$ cat src/rtl/dram_cmd_pkg.sv
// constants for the multi-bank dram command controller
// assumes one 200 MHz clock; software reaches registers over axi4-lite
package dram_cmd_pkg;
	// clock and timing
	localparam int CLK_MHZ          = 200;
	localparam int DLL_LOCK_CYCLES  = 1024;
	localparam int MRS_RECOVER_CYC  = 6;
	// register byte offsets
	localparam logic [7:0] OFF_CMD    = 8'h00;
	localparam logic [7:0] OFF_ADDR   = 8'h04;
	localparam logic [7:0] OFF_BANK   = 8'h08;
	localparam logic [7:0] OFF_STATUS = 8'h0C;
	localparam logic [7:0] OFF_MODE   = 8'h10;
	// status bit positions
	localparam int ST_BUSY    = 0;
	localparam int ST_DLLWAIT = 1;
	localparam int ST_REFUSED = 2;
	localparam int ST_BADMODE = 3;
	localparam int ST_RECOVER = 4;
	// command codes equal the {we_n, ref_n} pin pair
	localparam logic [1:0] CMD_MODE    = 2'h0;
	localparam logic [1:0] CMD_WRITE   = 2'h1;
	localparam logic [1:0] CMD_REFRESH = 2'h2;
	localparam logic [1:0] CMD_READ    = 2'h3;
	// mode word fields
	localparam int MODE_CFG_LSB  = 0;
	localparam int MODE_BL_LSB   = 3;
	localparam int MODE_MUX_BIT  = 5;
	localparam int MODE_DLL_BIT  = 7;
	localparam int MODE_USED_TOP = 9;
	localparam int MODE_WIDTH    = 18;
	localparam int MUX_LOW_BITS  = 11;
	// burst size field values
	localparam logic [1:0] BL_2 = 2'h0;
	localparam logic [1:0] BL_4 = 2'h1;
	localparam logic [1:0] BL_8 = 2'h2;
	// pin widths and reset values
	localparam int ADDR_PINS = 21;
	localparam int BANK_PINS = 3;
	localparam logic [17:0] MODE_RESET = 18'h00000;
	// axi responses
	localparam logic [1:0] RESP_OKAY   = 2'h0;
	localparam logic [1:0] RESP_SLVERR = 2'h2;
endpackage

$ cat src/rtl/dram_cmd_ctrl.sv
// controller driving the command, bank and address pins of a multi-bank dram
// assumes pins are sampled by the memory on rising ref_clk edges and that
// software issues one command at a time through the axi4-lite registers
//
// Operation
// - only the four defined commands or deselect ever appear on the pins
// - we_n/ref_n low-low mode set, high-high read, low-high write, high-low refresh
// - refresh hits only the chosen bank; address unused; one per refresh
// - mode set carries address 0..17; bits 10..17 zero; bit 6 unused
// - mode set only while all banks idle and nothing in progress
// - wait recovery after mode set, except back-to-back mode sets
// - burst of eight with configuration one or four is never programmed
// - config four: write then read same bank needs four cycles
// - used address width drops one bit per burst doubling and part width
// - multiplexed mode sends the address in two halves on two edges
// - deselect is driven in idle and wait cycles; running work unaffected
// - after dll bit set high wait 1024 cycles before any read
// - multiplexed refresh needs one cycle, so refreshes may follow back to back
`timescale 1ns/1ps
`default_nettype none
module dram_cmd_ctrl #(
	parameter int DQ_WIDTH    = 9,
	parameter int MRS_RECOVER = dram_cmd_pkg::MRS_RECOVER_CYC,
	parameter int DLL_LOCK    = dram_cmd_pkg::DLL_LOCK_CYCLES
) (
	// clock and reset
	input  wire logic        ref_clk,
	input  wire logic        rst_n,
	// axi4-lite slave
	input  wire logic [7:0]  s_axi_awaddr,
	input  wire logic        s_axi_awvalid,
	output logic             s_axi_awready,
	input  wire logic [31:0] s_axi_wdata,
	input  wire logic [3:0]  s_axi_wstrb,
	input  wire logic        s_axi_wvalid,
	output logic             s_axi_wready,
	output logic [1:0]       s_axi_bresp,
	output logic             s_axi_bvalid,
	input  wire logic        s_axi_bready,
	input  wire logic [7:0]  s_axi_araddr,
	input  wire logic        s_axi_arvalid,
	output logic             s_axi_arready,
	output logic [31:0]      s_axi_rdata,
	output logic [1:0]       s_axi_rresp,
	output logic             s_axi_rvalid,
	input  wire logic        s_axi_rready,
	// memory command pins
	output logic             mem_select_n,
	output logic             mem_we_n,
	output logic             mem_ref_n,
	output logic [20:0]      mem_addr,
	output logic [2:0]       mem_bank_select_bits
);
	typedef enum logic {ST_IDLE, ST_SECOND} issue_state_t;

	localparam logic [1:0] WSEL = (DQ_WIDTH == 36) ? 2'h2 :
		(DQ_WIDTH == 18) ? 2'h1 : 2'h0;
	localparam logic [7:0]  REC_LOAD = 8'(MRS_RECOVER - 1);
	localparam logic [10:0] DLL_LOAD = 11'(DLL_LOCK - 1);

	////////////////////////////////////////////////////////////////////////////
	// helpers

	// row cycle, which also equals the read latency
	function automatic logic [3:0] row_cycle_time(input logic [2:0] cfg);
		case (cfg)
			3'h2:    row_cycle_time = 4'h6;
			3'h3:    row_cycle_time = 4'h8;
			3'h4:    row_cycle_time = 4'h3;
			3'h5:    row_cycle_time = 4'h5;
			default: row_cycle_time = 4'h4;
		endcase
	endfunction

	function automatic logic [3:0] burst_clocks(input logic [1:0] bs);
		case (bs)
			dram_cmd_pkg::BL_4: burst_clocks = 4'h2;
			dram_cmd_pkg::BL_8: burst_clocks = 4'h4;
			default:            burst_clocks = 4'h1;
		endcase
	endfunction

	// address bits beyond the used width are driven low
	function automatic logic [20:0] addr_mask(input logic [1:0] bs);
		logic [4:0] top;
		top = 5'h14 - {3'h0, bs} - {3'h0, WSEL};
		for (int i = 0; i < dram_cmd_pkg::ADDR_PINS; i++) begin
			addr_mask[i] = (5'(i) <= top);
		end
	endfunction

	function automatic logic bad_mode(input logic [17:0] m);
		logic [2:0] cfg;
		cfg = m[dram_cmd_pkg::MODE_CFG_LSB +: 3];
		bad_mode = (cfg == 3'h0) || (cfg > 3'h5) ||
			(m[dram_cmd_pkg::MODE_BL_LSB +: 2] == 2'h3) ||
			((m[dram_cmd_pkg::MODE_BL_LSB +: 2] == dram_cmd_pkg::BL_8) &&
			((cfg == 3'h1) || (cfg == 3'h4)));
	endfunction

	////////////////////////////////////////////////////////////////////////////
	// state

	issue_state_t st_ff;
	logic        pend_ff;
	logic [1:0]  pcmd_ff;
	logic [20:0] addr_ff;
	logic [2:0]  bank_ff;
	logic [17:0] mode_ff;
	logic        refused_ff;
	logic        bad_ff;
	logic [7:0]  rec_cnt_ff;
	logic [3:0]  row_cnt_ff;
	logic        wr_extra_ff;
	logic [2:0]  last_bank_ff;
	logic [4:0]  act_cnt_ff;
	logic [10:0] dll_cnt_ff;
	logic [9:0]  hi_addr_ff;
	logic        bvalid_ff;
	logic [1:0]  bresp_ff;
	logic        rvalid_ff;
	logic [31:0] rdata_ff;

	logic [2:0]  cfg;
	logic [1:0]  bs;
	logic        mux;
	logic        busy;
	logic        go;
	logic        same_bank;
	logic        ok_mode;
	logic        ok_other;
	logic        wr_go;
	logic        rd_go;
	logic        cmd_wr;
	logic        stat_wr;
	logic [20:0] used_addr;

	assign cfg  = mode_ff[dram_cmd_pkg::MODE_CFG_LSB +: 3];
	// a burst change leaves older data unreliable; software must rewrite it
	assign bs   = mode_ff[dram_cmd_pkg::MODE_BL_LSB +: 2];
	// both address halves carry only the bits the burst length and part width leave in use
	assign used_addr = addr_ff & addr_mask(bs);
	assign mux  = mode_ff[dram_cmd_pkg::MODE_MUX_BIT];
	assign busy = pend_ff || (st_ff != ST_IDLE);

	////////////////////////////////////////////////////////////////////////////
	// axi4-lite slave

	assign wr_go = s_axi_awvalid && s_axi_wvalid && !bvalid_ff;
	assign rd_go = s_axi_arvalid && !rvalid_ff;
	assign s_axi_awready = wr_go;
	assign s_axi_wready  = wr_go;
	assign s_axi_arready = rd_go;
	assign s_axi_bvalid  = bvalid_ff;
	assign s_axi_bresp   = bresp_ff;
	assign s_axi_rvalid  = rvalid_ff;
	assign s_axi_rdata   = rdata_ff;
	assign s_axi_rresp   = dram_cmd_pkg::RESP_OKAY;
	assign cmd_wr  = wr_go && (s_axi_awaddr == dram_cmd_pkg::OFF_CMD) &&
		(s_axi_wstrb != 4'h0);
	assign stat_wr = wr_go && (s_axi_awaddr == dram_cmd_pkg::OFF_STATUS);

	always_ff @(posedge ref_clk or negedge rst_n) begin
		if (!rst_n) begin
			bvalid_ff <= 1'b0;
			bresp_ff  <= dram_cmd_pkg::RESP_OKAY;
		end else if (wr_go) begin
			bvalid_ff <= 1'b1;
			case (s_axi_awaddr)
				dram_cmd_pkg::OFF_CMD, dram_cmd_pkg::OFF_ADDR,
				dram_cmd_pkg::OFF_BANK, dram_cmd_pkg::OFF_STATUS,
				dram_cmd_pkg::OFF_MODE: bresp_ff <= dram_cmd_pkg::RESP_OKAY;
				default: bresp_ff <= dram_cmd_pkg::RESP_SLVERR;
			endcase
		end else if (s_axi_bready) begin
			bvalid_ff <= 1'b0;
		end
	end

	always_ff @(posedge ref_clk or negedge rst_n) begin
		if (!rst_n) begin
			rvalid_ff <= 1'b0;
			rdata_ff  <= 32'h00000000;
		end else if (rd_go) begin
			rvalid_ff <= 1'b1;
			case (s_axi_araddr)
				dram_cmd_pkg::OFF_CMD:    rdata_ff <= {30'h0, pcmd_ff};
				dram_cmd_pkg::OFF_ADDR:   rdata_ff <= {11'h0, addr_ff};
				dram_cmd_pkg::OFF_BANK:   rdata_ff <= {29'h0, bank_ff};
				dram_cmd_pkg::OFF_STATUS: rdata_ff <= {27'h0, rec_cnt_ff != 8'h0,
					bad_ff, refused_ff, dll_cnt_ff != 11'h0, busy};
				dram_cmd_pkg::OFF_MODE:   rdata_ff <= {14'h0, mode_ff};
				default:                  rdata_ff <= 32'h00000000;
			endcase
		end else if (s_axi_rready) begin
			rvalid_ff <= 1'b0;
		end
	end

	// address and bank are plain holding registers
	always_ff @(posedge ref_clk or negedge rst_n) begin
		if (!rst_n) begin
			addr_ff <= 21'h000000;
			bank_ff <= 3'h0;
		end else begin
			if (wr_go && (s_axi_awaddr == dram_cmd_pkg::OFF_ADDR))
				addr_ff <= s_axi_wdata[20:0];
			if (wr_go && (s_axi_awaddr == dram_cmd_pkg::OFF_BANK))
				bank_ff <= s_axi_wdata[2:0];
		end
	end

	// a command is refused while another is pending or in its second half, and a mode word
	// that is unsupported never reaches the pins
	always_ff @(posedge ref_clk or negedge rst_n) begin
		if (!rst_n) begin
			pend_ff    <= 1'b0;
			pcmd_ff    <= dram_cmd_pkg::CMD_MODE;
			refused_ff <= 1'b0;
			bad_ff     <= 1'b0;
		end else begin
			if (go)
				pend_ff <= 1'b0;
			if (cmd_wr && busy) begin
				refused_ff <= 1'b1;
			end else if (cmd_wr && (s_axi_wdata[1:0] == dram_cmd_pkg::CMD_MODE) &&
				bad_mode(addr_ff[17:0])) begin
				bad_ff <= 1'b1;
			end else if (cmd_wr) begin
				pend_ff <= 1'b1;
				pcmd_ff <= s_axi_wdata[1:0];
			end
			// refused set wins over its write-one clear; the bad mode clear wins over its set
			if (stat_wr && s_axi_wdata[dram_cmd_pkg::ST_REFUSED] &&
				!(cmd_wr && busy))
				refused_ff <= 1'b0;
			if (stat_wr && s_axi_wdata[dram_cmd_pkg::ST_BADMODE])
				bad_ff <= 1'b0;
		end
	end

	////////////////////////////////////////////////////////////////////////////
	// issue gating

	assign same_bank = (bank_ff == last_bank_ff);
	assign ok_mode   = (act_cnt_ff == 5'h0) && (row_cnt_ff == 4'h0);
	// back-to-back mode sets skip the recovery wait
	assign ok_other  = (rec_cnt_ff == 8'h0) &&
		!(same_bank && (row_cnt_ff != 4'h0)) &&
		!(same_bank && wr_extra_ff &&
		(pcmd_ff == dram_cmd_pkg::CMD_READ)) &&
		!((pcmd_ff == dram_cmd_pkg::CMD_READ) && (dll_cnt_ff != 11'h0));
	assign go = pend_ff && (st_ff == ST_IDLE) &&
		((pcmd_ff == dram_cmd_pkg::CMD_MODE) ? ok_mode : ok_other);

	always_ff @(posedge ref_clk or negedge rst_n) begin
		if (!rst_n) begin
			row_cnt_ff   <= 4'h0;
			wr_extra_ff  <= 1'b0;
			last_bank_ff <= 3'h0;
		end else if (go && (pcmd_ff != dram_cmd_pkg::CMD_MODE)) begin
			row_cnt_ff   <= row_cycle_time(cfg) - 4'h1;
			wr_extra_ff  <= (pcmd_ff == dram_cmd_pkg::CMD_WRITE) &&
				(cfg == 3'h4);
			last_bank_ff <= bank_ff;
		end else if (row_cnt_ff != 4'h0) begin
			row_cnt_ff <= row_cnt_ff - 4'h1;
		end else begin
			wr_extra_ff <= 1'b0;
		end
	end

	// conservative end of a burst: latency plus data clocks plus one spare
	always_ff @(posedge ref_clk or negedge rst_n) begin
		if (!rst_n) begin
			act_cnt_ff <= 5'h00;
		end else if (go && ((pcmd_ff == dram_cmd_pkg::CMD_READ) ||
			(pcmd_ff == dram_cmd_pkg::CMD_WRITE))) begin
			act_cnt_ff <= {1'b0, row_cycle_time(cfg)} + 5'h1 +
				{1'b0, burst_clocks(bs)};
		end else if (go && (pcmd_ff == dram_cmd_pkg::CMD_REFRESH)) begin
			act_cnt_ff <= {1'b0, row_cycle_time(cfg)};
		end else if (act_cnt_ff != 5'h00) begin
			act_cnt_ff <= act_cnt_ff - 5'h01;
		end
	end

	// mode shadow, recovery and dll lock timers
	always_ff @(posedge ref_clk or negedge rst_n) begin
		if (!rst_n) begin
			mode_ff    <= dram_cmd_pkg::MODE_RESET;
			rec_cnt_ff <= 8'h00;
			dll_cnt_ff <= 11'h000;
		end else begin
			if (rec_cnt_ff != 8'h00)
				rec_cnt_ff <= rec_cnt_ff - 8'h01;
			if (dll_cnt_ff != 11'h000)
				dll_cnt_ff <= dll_cnt_ff - 11'h001;
			if (go && (pcmd_ff == dram_cmd_pkg::CMD_MODE)) begin
				mode_ff    <= {8'h00, addr_ff[9:0]};
				rec_cnt_ff <= REC_LOAD;
				if (addr_ff[dram_cmd_pkg::MODE_DLL_BIT] &&
					!mode_ff[dram_cmd_pkg::MODE_DLL_BIT])
					dll_cnt_ff <= DLL_LOAD;
			end
		end
	end

	////////////////////////////////////////////////////////////////////////////
	// pin drive

	always_ff @(posedge ref_clk or negedge rst_n) begin
		if (!rst_n) begin
			st_ff                <= ST_IDLE;
			mem_select_n         <= 1'b1;
			mem_we_n             <= 1'b1;
			mem_ref_n            <= 1'b1;
			mem_addr             <= 21'h000000;
			mem_bank_select_bits <= 3'h0;
			hi_addr_ff           <= 10'h000;
		end else if (go) begin
			mem_select_n         <= 1'b0;
			{mem_we_n, mem_ref_n} <= pcmd_ff;
			mem_bank_select_bits <= bank_ff;
			// a mode set has no upper half, so its second cycle drives zero
			hi_addr_ff           <= (pcmd_ff == dram_cmd_pkg::CMD_MODE) ?
				10'h000 : used_addr[20:11];
			if (pcmd_ff == dram_cmd_pkg::CMD_REFRESH) begin
				mem_addr <= 21'h000000;
			end else if (pcmd_ff == dram_cmd_pkg::CMD_MODE) begin
				mem_addr <= {11'h000, addr_ff[9:0]};
			end else if (mux) begin
				mem_addr <= {10'h000, used_addr[10:0]};
			end else begin
				mem_addr <= used_addr;
			end
			if (mux && (pcmd_ff != dram_cmd_pkg::CMD_REFRESH))
				st_ff <= ST_SECOND;
		end else if (st_ff == ST_SECOND) begin
			mem_select_n <= 1'b1;
			mem_we_n     <= 1'b1;
			mem_ref_n    <= 1'b1;
			mem_addr     <= {11'h000, hi_addr_ff};
			st_ff        <= ST_IDLE;
		end else begin
			mem_select_n <= 1'b1;
			mem_we_n     <= 1'b1;
			mem_ref_n    <= 1'b1;
		end
	end

	////////////////////////////////////////////////////////////////////////////
	// checks

	logic [7:0]  since_mrs_ff;
	logic [10:0] since_dll_ff;
	logic        on_pins;
	logic [1:0]  pin_cmd;
	assign on_pins = !mem_select_n;
	assign pin_cmd = {mem_we_n, mem_ref_n};

	always_ff @(posedge ref_clk or negedge rst_n) begin
		if (!rst_n) begin
			since_mrs_ff <= 8'hFF;
			since_dll_ff <= 11'h7FF;
		end else begin
			if (on_pins && (pin_cmd == dram_cmd_pkg::CMD_MODE))
				since_mrs_ff <= 8'h01;
			else if (since_mrs_ff != 8'hFF)
				since_mrs_ff <= since_mrs_ff + 8'h01;
			if (on_pins && (pin_cmd == dram_cmd_pkg::CMD_MODE) &&
				mem_addr[dram_cmd_pkg::MODE_DLL_BIT] && (dll_cnt_ff != 11'h0))
				since_dll_ff <= 11'h001;
			else if (since_dll_ff != 11'h7FF)
				since_dll_ff <= since_dll_ff + 11'h001;
		end
	end
endmodule
`default_nettype wire

$ cat config.mk
export PLATFORM = sky130hd
export DESIGN_NAME = dram_cmd_ctrl
export DESIGN_NICKNAME = d
export VERILOG_FILES = /design/src/rtl/dram_cmd_pkg.sv /design/src/rtl/dram_cmd_ctrl.sv
export SDC_FILE = /design/constraint.sdc
export NUM_CORES = 1
export LEC_CHECK = 0
export ABC_AREA = 1
export BUFFER_PORTS_ARGS = -buffer_cell sky130_fd_sc_hd__buf_2
export CAP_MARGIN = 25
export CORE_ASPECT_RATIO = 1.4
export CORE_MARGIN = 2
export CORE_UTILIZATION = 25
export CTS_CLUSTER_SIZE = 10
export DETAILED_ROUTE_END_ITERATION = 16
export PLACE_DENSITY = 0.54
export SYNTH_ARGS = -nofsm -noshare
export SYNTH_HDL_FRONTEND = slang
export SYNTH_SLANG_ARGS = --single-unit
$ cat constraint.sdc
create_clock -name ref_clk -period 1.8 [get_ports ref_clk]
set_input_delay 0.36 -clock ref_clk [delete_from_list [all_inputs] [get_ports ref_clk]]
set_output_delay 0.36 -clock ref_clk [all_outputs]
set_load 0.01 [all_outputs]
==> parameters.txt <==
Parameter                              Value

STA
  Setup slack of the critical path after layout ... -0.1512 ns
  Post-Route Skew ... 0.01160 ns
  Fmax ... 512.5 MHz
  Worst max-slew margin expressed relative to the limit ... roughly 58%
  Transition at the pin with the smallest max-transition slack ... approximately 0.63 ns
  RSZ-0062 raised after global routing ... true
  Final total negative setup slack ... -5.309 ns
  Hold_ws ... 0.1074 ns
  Final max-slew violation count ... 0
  Number of hold violations in the final report ... 0
  Final worst path period share ... 108.4%
  Minimum clock period after layout ... 1.951 ns
  Setup Viol. Count Final ... 57

Setup path
  Worst setup path startpoint ... act_cnt_ff[0]$_DFFE_PN0P_
  Library cell appearing most often on the critical path ... nand2_2
  Crit-path cells ... inv_2, ha_4, nand2_4, nor2_4, nand2_4, nand2_2, nand3_2, o21bai_4, nand4_1, nand2_2, ha_4, nand2_2, nand2_1, nor2_1
  Buffers & Inverters on Critical Path ... 1
  Depth of the worst register-to-register path ... 14
  Reg2Reg Launch Point ... act_cnt_ff[0]$_DFFE_PN0P_
  End point of the critical path ... row_cnt_ff[2]$_DFFE_PN0P_
  Critical Path Stages ... 14
  Startpoint-to-endpoint class of the critical path ... reg -> reg
  Critical path's top delay family ... simple AND/OR/NAND/NOR gates
  Worst R2R Setup Slack ... -0.15 ns
  Crit path required time ... between 2 and 2.5 ns
  Type of origin of the critical path ... flop
  Largest fanout on the critical path ... 4
  Slowest-stage cell, CP ... dfrtp_1
  Largest stage delay, worst path ... ~0.38 ns
  Worst flop-to-flop path endpoint ... row_cnt_ff[2]$_DFFE_PN0P_
  Critical path arrival ... about 2.3 ns
  Critical path capture point type ... flop

Route
  Wire per inst ... approximately 15 um
  Number of nets with antenna violations after detailed routing ... 0
  Total wire length after detailed routing ... approximately 19000 um
  DRT iter0 DRCs ... approximately 270
  Number of DRC violations after detailed routing ... 0
  Vias per cell ... 4.436
  First-pass iteration count of the detailed router ... 4
  Via count ... a little under 6000

Clock network
  Clock sink total ... ~130
  Buffer cell driving the clock tree root ... clkbuf_16
  Total clock buffers created by CTS ... 17
  TritonCTS clock tree ... done
  Clock latency on the worst-skew pair ... 0.42 ns
  Number of H-tree levels ... 4
  Clock edge transition at the registers on the reported setup and hold paths ... 0.06 ns
  Clk buf depth ... 2

GRT
  Maximum number of pins on one net before global-route repair ... 43
  Number of antenna violations at the first check in global routing ... 0
  Wire length of the first global-routing pass ... around 30000 um
  Global Route Usage Sum ... around 14%
  Leftover overflow at the end of global routing ... 0
  Via count of the first global-routing pass ... roughly 5900

Place
  I/O Buffers ... between 100 and 150
  Hpwl dp ... 14040 um
  Worst slack at placement ... -0.2113 ns
  Routability-driven placement congestion ratio ... between 0.8 and 0.9

Power
  Power per Cell Area ... 1001 nW/um^2
  Gate power share ... about a quarter
  Post-layout power ... 9.422 mW
  Power Internal ... about 6.6 mW
  Switching power summed over all nets ... 2.833 mW
  Lkg Pwr ... 4.625 nW
  Maximum ir drop on the vdd rail ... between 0.6 and 0.7 mV
  Seq pwr share ... 37.2%
  Switching share of power ... between 30 and 40%
  Part of the total power dissipated in the clock network ... between 30 and 40%

Synthesis
  Share of flip-flops with an asynchronous set or reset after synthesis ... between 90% and 100%
  Syn Area/Cell ... about 8.5 um^2
  Most common flop cell mapped by yosys ... dfrtp_1
  Syn. warnings ... 0
  Post-Syn Area ... ~6500 um^2
  Sequential area share after synthesis ... between 50% and 60%
  Synth Register Bits ... around 130
  Gate count after technology mapping ... ~760
  Unique cell type count in the Yosys netlist ... 45
  Number of flops mapped to enable cells by yosys ... 0

Final layout
  Antenna Diode Count ... 0
  Area growth from synthesis to final layout ... 45.37%
  Final-stage net count ... about 1100
  Most used cells in the layout excluding fill and tap cells ... 146 x nand2_1, 130 x dfrtp_1, 102 x buf_4
  Fraction of final layout cells sized beyond drive strength 1 ... between 30% and 40%
  Most frequent standard cell in the layout excluding fill and tap cells ... nand2_1

Die
  Die Ht ... a little under 200 um
  X dimension of the die ... 140.0 um
  Die footprint ... around 27000 um^2
  Boundary pin count ... approximately 130
  Area of the core region ... about 25000 um^2
  Initial Util ... 25.50%
  # rows ... 69

Run
  Max-cap violations ... 0

Run status
  Outcome ... finished with violations
  Violations in the final reports ... negative setup slack

Hold path
  Classification of the worst-slack hold path ... in -> reg
timing repair:
| item | in CTS | in global routing |
|---|---|---|
| gates cloned | 5 | 0 |
| resized for setup | 71 | 73 |
| endpoints found under the hold margin | 36 | 0 |
| hold buffers | 1 | 0 |
| pin swaps | 21 | 28 |
| buffers inserted | 13 | 12 |
| setup endpoints to repair | 54 | 78 |
cells in the mapped netlist (2+ instances only):
master / n / area, um^2
nand2_2: 2 / 12.51
a211oi_1: 2 / 15.01
o211ai_2: 2 / 25.02
buf_2: 5 / 25.02
a21oi_1: 27 / 135.1
nor2_2: 5 / 31.28
xor2_1: 9 / 78.83
o211ai_1: 12 / 90.09
ha_1: 14 / 175.2
nand2_4: 2 / 22.52
o21ai_1: 3 / 15.01
inv_1: 100 / 375.4
dfstp_2: 3 / 78.83
dfrtp_1: 130 / 3253
xnor2_1: 3 / 26.28
nand3_1: 23 / 115.1
nand3_2: 3 / 30.03
nand4_1: 9 / 56.30
or2_2: 2 / 12.51
nor3_1: 11 / 55.05
o21ai_0: 70 / 350.3
buf_4: 15 / 112.6
o31ai_1: 20 / 150.1
clkbuf_1: 13 / 48.80
nor2_1: 70 / 262.8
nor4_1: 5 / 31.28
o22ai_1: 7 / 43.79
nand2_1: 179 / 671.9
power by group through the flow:
stage                     combinational, mW  sequential [mW]  clock [mW]
after floorplan                        1.12             3.53           0
after global placement                 1.91             3.52           0
after detailed placement               1.94             3.53           0
after CTS                              2.11             3.49        3.69
after global routing                   2.56             3.54        3.81
final                                  2.29             3.50        3.63
layout make-up:
class	count	area, um^2
well taps	319	399.1
repair buffers	224	1594
clock buffers	19	442.9
flip-flops and latches	133	3332
clock inverters	13	168.9
multi-input cells	508	3075
fillers	2625	15970
inverters	102	396.6
layer usage:
metal | wire [um] | vias up | global-route usage [%]
li1 | - | 2908 | -
met1 | 7724 | 2797 | 16.75
met2 | 10510 | 117 | 26.40
met3 | 585 | 24 | 2.119
met4 | 439 | 0 | 5.074
met5 | 0 | - | 0
logic make-up after synthesis:
kind of cell | after synthesis | synth area share [%]
flops | 133 | 51.48
simple gates | 318 | 21.28
other cells | 1 | 0.05794
buf+inv | 136 | 8.970
fa+ha+maj | 15 | 3.016
xor+xnor | 12 | 1.624
compound gates | 148 | 13.57
how the worst min path moves through the flow:
stage	start	to	slack (ns)	cells past startpoint
floorplan	rst_n	act_cnt_ff[0]$_DFFE_PN0P_	0.06	0
global placement	rst_n	addr_ff[18]$_DFFE_PN0P_	0.31	1
detailed placement	rst_n	addr_ff[18]$_DFFE_PN0P_	0.31	1
CTS	s_axi_bready	s_axi_bvalid$_DFFE_PN0P_	0.09	2
global route	s_axi_bready	s_axi_bvalid$_DFFE_PN0P_	0.13	2
finish	s_axi_bready	s_axi_bvalid$_DFFE_PN0P_	0.11	2
worst register-to-register path: stages (launching register included):
cell,delay (ns)
dfrtp_1,0.38
inv_2,0.08
ha_4,0.15
nand2_4,0.05
nor2_4,0.11
nand2_4,0.08
nand2_2,0.07
nand3_2,0.10
o21bai_4,0.25
nand4_1,0.16
nand2_2,0.13
ha_4,0.13
nand2_2,0.04
nand2_1,0.06
nor2_1,0.03
through the flow:
stage,instances,util [%],cell area [um^2]
floorplan,776,-,6598
global placement,1257,31.81,8074
detailed placement,1257,31.81,8074
CTS,1307,35.71,9065
global route,1318,37.07,9409
finish,1318,37.07,9409
flip-flops by register name (all words and copies together), names as in the netlist, 2 cells and up:
| signal | flops |
|---|---|
| bank_ff | 3 |
| last_bank_ff | 3 |
| mem_addr | 21 |
| dll_cnt_ff | 11 |
| pcmd_ff | 2 |
| hi_addr_ff | 10 |
| mode_ff | 10 |
| addr_ff | 21 |
| act_cnt_ff | 5 |
| mem_bank_select_bits | 3 |
| s_axi_rdata | 21 |
| rec_cnt_ff | 8 |
| row_cnt_ff | 4 |
No activity file was read; power rests on OpenSTA's default activity.
